## config.mk

```make
export PLATFORM = sky130hd
export DESIGN_NAME = psm_top
export DESIGN_NICKNAME = d
export VERILOG_FILES = /design/src/rtl/psm_pkg.sv /design/src/rtl/psm_low_timer.sv /design/src/rtl/psm_top.sv
export SDC_FILE = /design/constraint.sdc
export NUM_CORES = 1
export LEC_CHECK = 0
export ABC_AREA = 0
export BUFFER_PORTS_ARGS = -buffer_cell sky130_fd_sc_hd__buf_2
export CAP_MARGIN = 20
export CORE_ASPECT_RATIO = 0.6
export CORE_MARGIN = 2
export CORE_UTILIZATION = 39
export CTS_BUF_LIST = sky130_fd_sc_hd__clkbuf_8
export CTS_CLUSTER_DIAMETER = 50
export DETAILED_ROUTE_END_ITERATION = 8
export GPL_TIMING_DRIVEN = 0
export SYNTH_ARGS = -nofsm -noshare
export SYNTH_HDL_FRONTEND = slang
export SYNTH_SLANG_ARGS = --single-unit
```

## constraint.sdc

```tcl
create_clock -name CLK -period 4.8 [get_ports CLK]
set_input_delay 0.24 -clock CLK [delete_from_list [all_inputs] [get_ports CLK]]
set_output_delay 0.24 -clock CLK [all_outputs]
set_load 0.1 [all_outputs]
```

## src/rtl/psm_pkg.sv

```systemverilog
/*
 * Shared constants and types of the module power-state manager.
 * Assumes a 10 MHz controller clock; supply comparisons arrive as
 * ready-made comparator levels synchronous to that clock.
 */
package psm_pkg;
    localparam int unsigned CLK_HZ = 10_000_000;
    localparam int unsigned CYC_PER_MS = CLK_HZ / 1000;
    localparam int CNT_W = 26;

    // Line low times and the alert gap, in milliseconds
    localparam int unsigned IGN_NORMAL_MS = 100;
    localparam int unsigned IGN_CHG_MIN_MS = 100;
    localparam int unsigned IGN_CHG_MAX_MS = 500;
    localparam int unsigned IGN_CHGNORM_MS = 1000;
    localparam int unsigned PD_OFF_MS = 3500;
    localparam int unsigned ALERT_GAP_MS = 1000;
    localparam int unsigned IGN_NORMAL_CYC = IGN_NORMAL_MS * CYC_PER_MS;
    localparam int unsigned IGN_CHG_MIN_CYC = IGN_CHG_MIN_MS * CYC_PER_MS;
    localparam int unsigned IGN_CHG_MAX_CYC = IGN_CHG_MAX_MS * CYC_PER_MS;
    localparam int unsigned IGN_CHGNORM_CYC = IGN_CHGNORM_MS * CYC_PER_MS;
    localparam int unsigned PD_OFF_CYC = PD_OFF_MS * CYC_PER_MS;
    localparam int unsigned ALERT_GAP_CYC = ALERT_GAP_MS * CYC_PER_MS;

    localparam logic [2:0] ALERT_REPEATS = 3'h3;
    localparam logic [2:0] ALERT_ONCE = 3'h1;

    // Register map
    localparam logic [3:0] CMD_ADDR = 4'h0;
    localparam logic [3:0] STATUS_ADDR = 4'h4;
    localparam int CMD_ALERT_BIT = 0;
    localparam int CMD_OFF_BIT = 1;
    localparam int CMD_ALARM_BIT = 2;
    localparam int CMD_CONS_LSB = 8;
    localparam int CMD_CONS_W = 8;
    localparam logic [1:0] RESP_OKAY = 2'h0;
    localparam logic [1:0] RESP_SLVERR = 2'h2;

    typedef enum logic [4:0] {
        PSM_OFF = 5'h01,
        PSM_NORMAL = 5'h02,
        PSM_CHG_ONLY = 5'h04,
        PSM_CHG_NORM = 5'h08,
        PSM_ALARM = 5'h10
    } psm_mode_t;

    typedef struct packed {
        logic charger;
        logic temp_sensor;
        logic below_3v3;
        logic above_3v0;
        logic above_5v8;
        logic alarm_due;
    } psm_sense_t;
endpackage

```

## src/rtl/psm_low_timer.sv

```systemverilog
/*
 * Measures how long an active-low line stays low, in clock cycles.
 * Assumes the line may be asynchronous; it is synchronised first.
 */
`timescale 1ns/1ns
module psm_low_timer
    import psm_pkg::*;
(
    input wire logic clk,
    input wire logic rst_n,
    input wire logic line_n,
    output logic [CNT_W-1:0] low_cycles,
    output logic released,
    output logic [CNT_W-1:0] rel_cycles
);
    logic sync1;
    logic sync2;
    logic low_q;
    wire low = !sync2;
    wire sat = &low_cycles;

    // Sampled, synchronised counter keeps every threshold test exact
    always_ff @(posedge clk) begin
        if (!rst_n) begin
            sync1 <= 1'b1;
            sync2 <= 1'b1;
            low_q <= 1'b0;
            low_cycles <= '0;
            released <= 1'b0;
            rel_cycles <= '0;
        end else begin
            sync1 <= line_n;
            sync2 <= sync1;
            low_q <= low;
            released <= low_q && !low;
            if (low_q && !low)
                rel_cycles <= low_cycles;
            if (!low)
                low_cycles <= '0;
            else if (!sat)
                low_cycles <= low_cycles + 1'b1;
        end
    end
endmodule // psm_low_timer

```

## src/rtl/psm_top.sv

```systemverilog
/*
 * Power-state manager: mode sequencing, supply supervision and an
 * AXI4-Lite command/status port. Assumes sense levels are synchronous
 * comparator outputs and the host drives both lines open-drain.
 */
// Local design decisions: the AXI4-Lite slave port and the address map.
`timescale 1ns/1ns
// How it works
// - With sensor, supply below 3.3V raises the low-supply message if enabled.
// - With sensor, alert enable needs the alert command with a consumption value.
// - With sensor, the low-supply message repeats before automatic shutdown.
// - Undervoltage shutdown works without sensor, fixed supply or external charger.
// - Without sensor, any alert command enables alerts, value optional.
// - Without sensor, one low-supply message, then silent shutdown.
// - Supply above 5.8V switches off at once.
// - Overvoltage shutdown sends no message.
// - From off without charger or alarm, ignition low over 100 ms: normal.
// - From off without charger, charger appearing gives charge-only.
// - Off with charger, ignition low 100 to 500 ms: charge-only.
// - Off with charger or charge-only, ignition low over 1 s: charging-normal.
// - Off with charger, ignition start needs supply above 3.0V.
// - Power-down line low over 3.5 s or switch-off command: off; the command gives charge-only from charging-normal.
// - Armed alarm wakes into alarm; from charge-only also needs supply <=3.3V.
// - Charge-only with charger gone: off.
// - Charging-normal with charger gone: normal.
// - No direct step from off without charger into charging-normal.
// - Command switch-off into off sends an off message, then commands are ignored.
module psm_top
    import psm_pkg::*;
#(
    parameter int unsigned IGN_NORM_P = IGN_NORMAL_CYC,
    parameter int unsigned IGN_CMIN_P = IGN_CHG_MIN_CYC,
    parameter int unsigned IGN_CMAX_P = IGN_CHG_MAX_CYC,
    parameter int unsigned IGN_CNRM_P = IGN_CHGNORM_CYC,
    parameter int unsigned PD_OFF_P = PD_OFF_CYC,
    parameter int unsigned ALERT_GAP_P = ALERT_GAP_CYC
)(
    input wire logic CLK,
    input wire logic RST_N,
    input wire logic IGNITION_LINE_N,
    input wire logic HARD_POWER_DOWN_LINE_N,
    input wire psm_sense_t SENSE,
    output psm_mode_t MODE,
    output logic LOW_SUPPLY_MESSAGE,
    output logic OFF_MESSAGE,
    input wire logic [3:0] S_AXI_AWADDR,
    input wire logic S_AXI_AWVALID,
    output logic S_AXI_AWREADY,
    input wire logic [31:0] S_AXI_WDATA,
    input wire logic [3:0] S_AXI_WSTRB,
    input wire logic S_AXI_WVALID,
    output logic S_AXI_WREADY,
    output logic [1:0] S_AXI_BRESP,
    output logic S_AXI_BVALID,
    input wire logic S_AXI_BREADY,
    input wire logic [3:0] S_AXI_ARADDR,
    input wire logic S_AXI_ARVALID,
    output logic S_AXI_ARREADY,
    output logic [31:0] S_AXI_RDATA,
    output logic [1:0] S_AXI_RRESP,
    output logic S_AXI_RVALID,
    input wire logic S_AXI_RREADY
);
    localparam logic [CNT_W-1:0] IGN_NORM = CNT_W'(IGN_NORM_P);
    localparam logic [CNT_W-1:0] IGN_CMIN = CNT_W'(IGN_CMIN_P);
    localparam logic [CNT_W-1:0] IGN_CMAX = CNT_W'(IGN_CMAX_P);
    localparam logic [CNT_W-1:0] IGN_CNRM = CNT_W'(IGN_CNRM_P);
    localparam logic [CNT_W-1:0] PD_OFF = CNT_W'(PD_OFF_P);
    localparam logic [CNT_W-1:0] GAP = CNT_W'(ALERT_GAP_P);

    function automatic logic crossed(input logic [CNT_W-1:0] cnt,
                                     input logic [CNT_W-1:0] lim);
        // True once, on the first cycle the low time exceeds lim
        crossed = (cnt == lim + 1'b1);
    endfunction

    psm_mode_t state;
    psm_mode_t next_state;
    logic alert_en;
    logic alarm_armed;
    logic charger_q;
    logic [2:0] uv_sent;
    logic [CNT_W-1:0] uv_gap;
    logic [CNT_W-1:0] ign_low;
    logic [CNT_W-1:0] ign_rel_cyc;
    logic ign_rel;
    logic [CNT_W-1:0] pd_low;

    psm_low_timer u_ign (
        .clk(CLK),
        .rst_n(RST_N),
        .line_n(IGNITION_LINE_N),
        .low_cycles(ign_low),
        .released(ign_rel),
        .rel_cycles(ign_rel_cyc)
    );

    psm_low_timer u_pd (
        .clk(CLK),
        .rst_n(RST_N),
        .line_n(HARD_POWER_DOWN_LINE_N),
        .low_cycles(pd_low),
        .released(),
        .rel_cycles()
    );

    // Bus slave: address and data are taken together in one cycle
    wire wr_take = S_AXI_AWVALID && S_AXI_WVALID && !S_AXI_BVALID
                   && !S_AXI_AWREADY;
    wire rd_take = S_AXI_ARVALID && !S_AXI_RVALID && !S_AXI_ARREADY;
    wire wr_cmd = wr_take && S_AXI_AWADDR == CMD_ADDR && S_AXI_WSTRB[0];
    wire wr_hit = S_AXI_AWADDR == CMD_ADDR;
    wire rd_hit = S_AXI_ARADDR == CMD_ADDR || S_AXI_ARADDR == STATUS_ADDR;
    wire [CMD_CONS_W-1:0] cons = S_AXI_WDATA[CMD_CONS_LSB +: CMD_CONS_W];
    wire [31:0] rd_word = (S_AXI_ARADDR == CMD_ADDR)
                          ? {31'h0, alert_en}
                          : {24'h0, alarm_armed, SENSE.temp_sensor,
                             state == PSM_OFF, state};

    // A switched-off engine executes no command
    wire cmd_ok = wr_cmd && state != PSM_OFF;
    wire cmd_alert = cmd_ok && S_AXI_WDATA[CMD_ALERT_BIT];
    wire cmd_off = cmd_ok && S_AXI_WDATA[CMD_OFF_BIT];
    wire cmd_alarm = cmd_ok && S_AXI_WDATA[CMD_ALARM_BIT];
    // With sensor the consumption value must be given without, not
    wire alert_on = cmd_alert && (!SENSE.temp_sensor || cons != '0);

    // Supply supervision
    wire uv_mode = state == PSM_NORMAL || state == PSM_CHG_NORM
                   || state == PSM_ALARM;
    // Sensor fitted: repeated warnings none fitted: a single one
    wire [2:0] uv_limit = SENSE.temp_sensor ? ALERT_REPEATS : ALERT_ONCE;
    wire uv_due = uv_mode && SENSE.below_3v3 && uv_gap == '0;
    wire uv_emit = uv_due && uv_sent < uv_limit;
    // Shutdown does not depend on alerts being enabled
    wire uv_shut = uv_due && uv_sent >= uv_limit;
    // Overvoltage cuts the supply at once, skipping any message
    wire ovp = state != PSM_OFF && SENSE.above_5v8;
    wire pd_hit = state != PSM_OFF && crossed(pd_low, PD_OFF);

    wire ign_norm = crossed(ign_low, IGN_NORM);
    wire ign_cnrm = crossed(ign_low, IGN_CNRM);
    wire ign_short = ign_rel && ign_rel_cyc > IGN_CMIN
                     && ign_rel_cyc < IGN_CMAX;
    wire chg_rise = SENSE.charger && !charger_q;
    wire wake_due = alarm_armed && SENSE.alarm_due;

    always_comb begin
        next_state = state;
        case (state)
            PSM_OFF: begin
                if (!SENSE.charger && ign_norm)
                    next_state = PSM_NORMAL;
                else if (chg_rise)
                    next_state = PSM_CHG_ONLY;
                else if (SENSE.charger && ign_short)
                    next_state = PSM_CHG_ONLY;
                else if (SENSE.charger && SENSE.above_3v0 && ign_cnrm)
                    next_state = PSM_CHG_NORM;
                else if (wake_due)
                    next_state = PSM_ALARM;
            end
            PSM_NORMAL: begin
                if (SENSE.charger)
                    next_state = PSM_CHG_NORM;
            end
            PSM_CHG_ONLY: begin
                if (!SENSE.charger)
                    next_state = PSM_OFF;
                else if (ign_cnrm)
                    next_state = PSM_CHG_NORM;
                else if (wake_due && SENSE.below_3v3)
                    next_state = PSM_ALARM;
            end
            PSM_CHG_NORM: begin
                if (!SENSE.charger)
                    next_state = PSM_NORMAL;
            end
            PSM_ALARM: begin
                if (ign_norm)
                    next_state = SENSE.charger ? PSM_CHG_NORM : PSM_NORMAL;
            end
            default: next_state = PSM_OFF;
        endcase
        // Shutdown causes override the mode steps above
        if (ovp || pd_hit || uv_shut)
            next_state = PSM_OFF;
        else if (cmd_off)
            next_state = (state == PSM_CHG_NORM) ? PSM_CHG_ONLY
                                                 : PSM_OFF;
    end

    always_ff @(posedge CLK) begin
        if (!RST_N) begin
            state <= PSM_OFF;
            // A charger already present at reset is no arrival
            charger_q <= SENSE.charger;
            OFF_MESSAGE <= 1'b0;
        end else begin
            state <= next_state;
            charger_q <= SENSE.charger;
            // Announce the off state before going quiet
            OFF_MESSAGE <= cmd_off && !ovp && !pd_hit && !uv_shut
                           && state != PSM_CHG_NORM;
        end
    end

    always_ff @(posedge CLK) begin
        if (!RST_N) begin
            alert_en <= 1'b0;
            alarm_armed <= 1'b0;
        end else begin
            if (alert_on)
                alert_en <= 1'b1;
            // The arming command wins over a simultaneous wake
            if (cmd_alarm)
                alarm_armed <= 1'b1;
            else if (next_state == PSM_ALARM && state != PSM_ALARM)
                alarm_armed <= 1'b0;
        end
    end

    always_ff @(posedge CLK) begin
        if (!RST_N) begin
            uv_sent <= '0;
            uv_gap <= '0;
            LOW_SUPPLY_MESSAGE <= 1'b0;
        end else begin
            LOW_SUPPLY_MESSAGE <= uv_emit && alert_en && !ovp;
            if (!uv_mode) begin
                uv_sent <= '0;
                uv_gap <= '0;
            end else if (uv_emit) begin
                uv_sent <= uv_sent + 1'b1;
                uv_gap <= SENSE.temp_sensor ? GAP : '0;
            end else if (uv_gap != '0) begin
                uv_gap <= uv_gap - 1'b1;
            end
        end
    end

    assign MODE = state;

    always_ff @(posedge CLK) begin
        if (!RST_N) begin
            S_AXI_AWREADY <= 1'b0;
            S_AXI_WREADY <= 1'b0;
            S_AXI_BVALID <= 1'b0;
            S_AXI_BRESP <= RESP_OKAY;
            S_AXI_ARREADY <= 1'b0;
            S_AXI_RVALID <= 1'b0;
            S_AXI_RDATA <= '0;
            S_AXI_RRESP <= RESP_OKAY;
        end else begin
            S_AXI_AWREADY <= wr_take;
            S_AXI_WREADY <= wr_take;
            if (wr_take) begin
                S_AXI_BVALID <= 1'b1;
                S_AXI_BRESP <= wr_hit ? RESP_OKAY : RESP_SLVERR;
            end else if (S_AXI_BREADY) begin
                S_AXI_BVALID <= 1'b0;
            end
            S_AXI_ARREADY <= rd_take;
            if (rd_take) begin
                S_AXI_RVALID <= 1'b1;
                S_AXI_RDATA <= rd_hit ? rd_word : 32'h0;
                S_AXI_RRESP <= rd_hit ? RESP_OKAY : RESP_SLVERR;
            end else if (S_AXI_RREADY) begin
                S_AXI_RVALID <= 1'b0;
            end
        end
    end
endmodule // psm_top

```

Yosys cells after proc, flatten, opt, wreduce, memory -nomap -nowiden
Cells that the tools add are included.
{ "op_classes": {"n_addsub": 4, "mul": 0, "n_div": 0, "order_cmp": 4, "eq_ne": 13, "shifts": 0, "mux": 30, "bitwise_logic": 1, "reduce_logical": 66} }
{ "ops": {"columns": ["cell", "count"], "rows": [
  ["$mux W5", 13],
  ["$add A26 B1 Y26 const B", 2],
  ["$mux W26", 2],
  ["$reduce_and A26 Y1", 2],
  ["$logic_and A1 B1 Y1", 35],
  ["$eq A26 B20 Y1 const B", 1],
  ["$eq A26 B24 Y1 const B", 1],
  ["$eq A26 B26 Y1 const B", 1],
  ["$gt A26 B20 Y1 const B", 1],
  ["$logic_not A26 Y1", 1],
  ["$lt A26 B23 Y1 const B", 1],
  ["$reduce_bool A26 Y1", 1],
  ["$sub A26 B1 Y26 const B", 1],
  ["$pmux W5 S5", 1],
  ["$mux W24", 1],
  ["$mux W8", 2],
  ["$logic_not A1 Y1", 11],
  ["$eq A5 B5 Y1 const B", 2],
  ["$logic_not A4 Y1", 2],
  ["$reduce_bool A2 Y1", 4],
  ["$reduce_bool A8 Y1", 1],
  ["$logic_or A1 B1 Y1", 6],
  ["$mux W1", 6],
  ["$mux W2", 3],
  ["16 further kinds", 17]
]} }
{ "totals": {"regBits": 163, "latchBits": 0, "ram_bits": 0, "mem_bits_ro": 0, "inputBits": 59, "out_inout_bits": 48, "wordCells": 142, "memories": 0} }

Longest topological paths before layout
{ "depth": {"depth_word": 14, "depth_mapped": 10, "depth_no_buf": 8} }

By module
From an unflattened synthesis, not the netlist that was laid out.
{ "hier_totals": {"cells_unflattened": 991, "hier_area_um2": 8249.2} }
{ "by_module_without_submodules": {"columns": ["module", "instances", "cells_each", "area_per_inst_um2", "seq_area_each_um2"], "rows": [
  ["psm_low_timer", 2, 297, 2503.7, 1121.1],
  ["psm_top", 1, 397, 3241.9, 1061.0]
]} }

Least setup slack after synthesis
OpenSTA, ideal clock, no wires.
{ "synth_path": {"path_kind": "register to register", "from": "register state[1], in the netlist MODE[1]", "to": "register uv_gap[23]", "setup_time_ns": 0.142, "arrival_ns": 2.625, "t_required_ns": 4.658, "slack_ns": 2.032, "path_stages_with_launch": 8, "n_path_buf": 2, "period_less_slack_ns": 2.768, "path_cell_list": "dfxtp_1 > buf_2 > xor2_1 > nand2_1 > a2111oi_4 > clkbuf_1 > a21o_1 > a31oi_1"} }
{ "synth_between": {"elab_chain_len": 7, "word_cells_on_any_way": 11, "cone_classes": "3 x eq/ne; 1 x mux; 7 x reduce/logical"} }
{ "synth_lines": {"columns": ["item", "line_no", "source"], "rows": [
  ["start, declared", "psm_top.sv:77", "psm_mode_t state;"],
  ["start signal, assigned", "psm_top.sv:200", "state <= next_state;"],
  ["$eq A5 B2 Y1 / $eq A5 B4 Y1 (equally long branches)", "psm_top.sv:129", "wire uv_mode = state == PSM_NORMAL || state == PSM_CHG_NORM"],
  ["$logic_or A1 B1 Y1", "psm_top.sv:129", null],
  ["$logic_or A1 B1 Y1 *", "psm_top.sv:130", "|| state == PSM_ALARM;"],
  ["$logic_and A1 B1 Y1 (2 in series)", "psm_top.sv:133", "wire uv_due = uv_mode && SENSE.below_3v3 && uv_gap == '0;"],
  ["$logic_and A1 B1 Y1", "psm_top.sv:134", "wire uv_emit = uv_due && uv_sent < uv_limit;"],
  ["$mux W26 / $reduce_bool A2 Y1 (equally long branches)", null, null],
  ["end signal, assigned", "psm_top.sv:235", "uv_gap <= SENSE.temp_sensor ? GAP : '0;"],
  ["end signal, assigned", "psm_top.sv:237", "uv_gap <= uv_gap - 1'b1;"],
  ["end, declared", "psm_top.sv:83", "logic [CNT_W-1:0] uv_gap;"]
]} }
Mark *: on every way between the ends. The rest lies on a longest branch, timed or not.
A chain may end at the register's enable or synchronous reset.

Worst setup path in the final report
{ "layout_path": {"from": "register uv_gap[0]", "to": "register uv_gap[9]"} }
{ "layout_between": {"elab_chain_len": 4, "word_cells_on_any_way": 8, "cone_classes": "1 x add/sub; 2 x mux; 5 x reduce/logical"} }
{ "layout_lines": {"columns": ["item"], "rows": [
  ["branches (longest 4 deep; another with $sub A26 B1 Y26)"]
]} }
Parallel ways; which one is timed is not known. The select of a mux whose other input is x is not followed.

==> flow_metrics.py <==
metrics = {
    "die": {
        "die_h_um": 107,
        "core_region_area_sq_um": 17200,
        "dieArea_sq_um": 18800,
        "rows": 37,
        "ioPinCount": 107,
        "die_w_um": 176,
        "initial_core_util_pct": 40.1,
    },
    "clocking": {
        "cts_tree": "done",
        "cts.htree.levels": 4,
        "cts_buffers": 17,
        "insertion_delay_ns": 0.45,
        "hold_buffers": 4,
        "clk_path_buf_depth": 2,
        "cts.sinks": 137,
        "post_cts.repair.setup_buffers": 0,
        "cts_root_buffer": "clkbuf_8",
        "post_cts_resized": 0,
        "clk_pin_slew_ns": 0.08,
    },
    "detailed_routing": {
        "vias_per_cell": 5.08,
        "route.detailed.drc": 0,
        "drtPass1Iterations": 5,
        "post_drt_wl_per_cell_um": 14.7,
        "drt_iter0_drc": 492,
        "totalWireLength_mm": 17.3,
        "ant_nets": 0,
        "vias": 5990,
    },
    "outcome": {
        "status": "finished, final reports clean",
    },
    "global_routing": {
        "grt_use_met1_pct": 31.3,
        "grt_pass1_wl_mm": 28.3,
        "grt.total_usage_pct": 19.0,
        "gr-total-overflow": 0,
        "grt_pass1_vias": 5260,
        "globalRouteMet3Util_pct": 3.72,
        "antenna_found_initial": 0,
        "grt-busiest-layer": "met1",
        "grt_max_degree": 17,
        "gr-usage-met2_pct": 24.1,
    },
    "cells_and_area": {
        "fin_area_sq_um": 7980,
        "area_delta_synth_final_pct": 15.7,
        "final_util_pct": 46.3,
        "drive_gt1_share_pct": 14.4,
        "fin_cells": 1178,
        "nets": 997,
        "fillers": 1779,
    },
    "power": {
        "powerDensity_nw_per_um2": 292,
        "power.share.sequential_pct": 49.6,
        "p_total_mw": 2.33,
        "p_sw_share_pct": 29.1,
        "comb_power_share_pct": 11.2,
        "irDropWorstVdd_v": 0.000180,
        "p_int_mw": 1.65,
        "pwr-share-clk_pct": 39.2,
        "switchingPower_mw": 0.676,
        "total_leakage_power_nw": 3.04,
    },
    "placement": {
        "port_buffers": 56,
        "hpwl_mm": 12.9,
        "place_inst": 1142,
        "gp_congestion": 0.845,
        "placed_cell_area_sq_um": 7560,
        "dp_slack_ns": 2.04,
    },
    "worst_setup_path": {
        "cpPeakStageDelay_ns": 0.65,
        "crit_path_top_delay_cell": "o211ai_1",
        "crit_arrival_ns": 3.09,
        "critPathKind": "reg -> reg",
        "endpoint_kind": "flop",
        "worstSetupStartpointType": "flop",
        "crit_required_ns": 5.10,
        "path_cells": "inv_1, ha_1, or3b_2, nor3_1, nand4_4, o211ai_1, a21oi_1",
        "critical_path.max_fanout": 9,
    },
    "yosys": {
        "synth_area_sq_um": 6900,
        "postSynth.asyncResetShare_pct": 0,
        "synth_ff_type": "dfxtp_1",
        "synth-seq-cells": 137,
        "ys_warn_count": 0,
        "syn_area_per_cell_sq_um": 8.34,
        "synth_area_leaders": "dfxtp_1, nand2_1, nor2_1, xor2_1, xnor2_1",
        "ys_types": 68,
        "synth_top_area_share_pct": 39.8,
        "synthCells": 827,
        "yosysSeqAreaShare_pct": 39.8,
        "synth_edf_count": 0,
        "synth_top_area_cell": "dfxtp_1",
    },
    "timing": {
        "hold_violations": 0,
        "skew_ns": 0.0162,
        "slew_headroom_pct": 51.4,
        "worst_pin_slew_ns": 0.724,
        "slew_viol_final": 0,
        "tns_ns": 0,
        "fmax_ghz": 0.358,
        "setup_viol": 0,
        "holdWs_ns": 0.0707,
        "post-route-period-util_pct": 58.1,
        "rsz0062_at_grt": "false",
        "setup_ws_ns": 2.01,
        "period_needed_ns": 2.79,
    },
    "job": {
        "max-cap-violations": 0,
    },
    "hold_path": {
        "worstHoldPathType": "in -> reg",
    },
}
[critical path: cells and delay by family, from the launching register on]
kind / cells / cell delay, ns
AO/OA/AOI/OAI: 2 / 0.73
AND/OR/NAND/NOR: 3 / 1.31
buffers and inverters: 1 / 0.07
adder cells (fa/ha/maj): 1 / 0.17
flip-flops: 1 / 0.36
[power groups by stage]
| stage | logic [mW] | registers, mW | clock network, mW |
|---|---|---|---|
| CTS | 0.259 | 1.15 | 0.937 |
| floorplan | 0.168 | 1.22 | 0 |
| global placement | 0.256 | 1.18 | 0 |
| finish | 0.261 | 1.15 | 0.913 |
| global route | 0.273 | 1.15 | 0.995 |
| detailed placement | 0.256 | 1.18 | 0 |
[synthesized netlist by cell type, drive strengths merged (4+ instances only)]
master	count
nor2	92
nand2b	12
a22oi	7
xor2	35
dfxtp	137
a21oi	32
nor2b	11
or4	4
a21boi	29
nand3	29
nor3b	4
a211oi	7
or3	11
o211ai	9
ha	7
and2	11
nor3	25
nand2	100
a31oi	6
nor4	16
mux2i	8
inv	10
o21ai	19
and3	17
nand4	29
clkbuf	38
and4	11
xnor2	27
nor4b	4
buf	33
[state kept, by name (all words and copies together) (netlist names), 3 cells and up]
signal	cells
u_ign.rel_cycles	26
MODE	5
uv_sent	3
u_pd.low_cycles	26
u_ign.low_cycles	26
S_AXI_RDATA	8
uv_gap	26
[logic make-up after synthesis]
logic type               count (synthesis)  synth area share (%)
buffers and inverters                   81                  5.97
XOR/XNOR                                62                  7.87
multiplexers                             8                  1.16
flip-flops                             137                  39.8
adder cells (fa/ha/maj)                  7                  1.27
AND/OR/NAND/NOR                        396                  30.4
AO/OA/AOI/OAI                          135                  13.5
other                                    1                0.0544
[cell type report]
cell class	instances	area, sq um	share of cell area (%)
multi-input combinational	634	3840	48.1
antenna	1	2.50	0.0314
inverter	10	37.5	0.470
buffer	71	374	4.69
clock inverter	11	98.8	1.24
timing repair buffer	60	320	4.01
tap	234	293	3.67
clock buffer	20	275	3.45
sequential	137	2740	34.4
[per-layer routing]
metal  vias up  routed length, um
met2       103               6480
met3        17                805
met4         0                164
li1       3078                  -
met5         -                  0
met1      2792               9840
[placed cells by master, fill, tap and decap left out, drive strengths merged, types with 8 or more instances in the layout]
cell / synthesis / routed
dfxtp: 137 / 137
nand2: 100 / 100
nor2: 92 / 92
buf: 33 / 89
clkbuf: 38 / 58
xor2: 35 / 35
a21oi: 32 / 32
a21boi: 29 / 29
nand3: 29 / 29
nand4: 29 / 29
xnor2: 27 / 27
conb: 1 / 26
nor3: 25 / 25
o21ai: 19 / 19
and3: 17 / 17
nor4: 16 / 16
nand2b: 12 / 12
and2: 11 / 11
and4: 11 / 11
nor2b: 11 / 11
or3: 11 / 11
inv: 10 / 10
o211ai: 9 / 9
mux2i: 8 / 8
[worst paths after layout]
check                           slack, ns                endpoint  cells after the start                    from
worst max-delay path                 2.01  uv_gap[9]$_SDFFE_PN0P_                      7  uv_gap[0]$_SDFFE_PN0P_
worst max register to register       2.01  uv_gap[9]$_SDFFE_PN0P_                      7  uv_gap[0]$_SDFFE_PN0P_
worst min-delay path                 0.07   alert_en$_SDFFE_PN0P_                      3          S_AXI_WDATA[0]
worst min register to register       0.40  u_ign.sync2$_SDFF_PN1_                      1  u_ign.sync1$_SDFF_PN1_
Power figures use the tool's default switching activity.
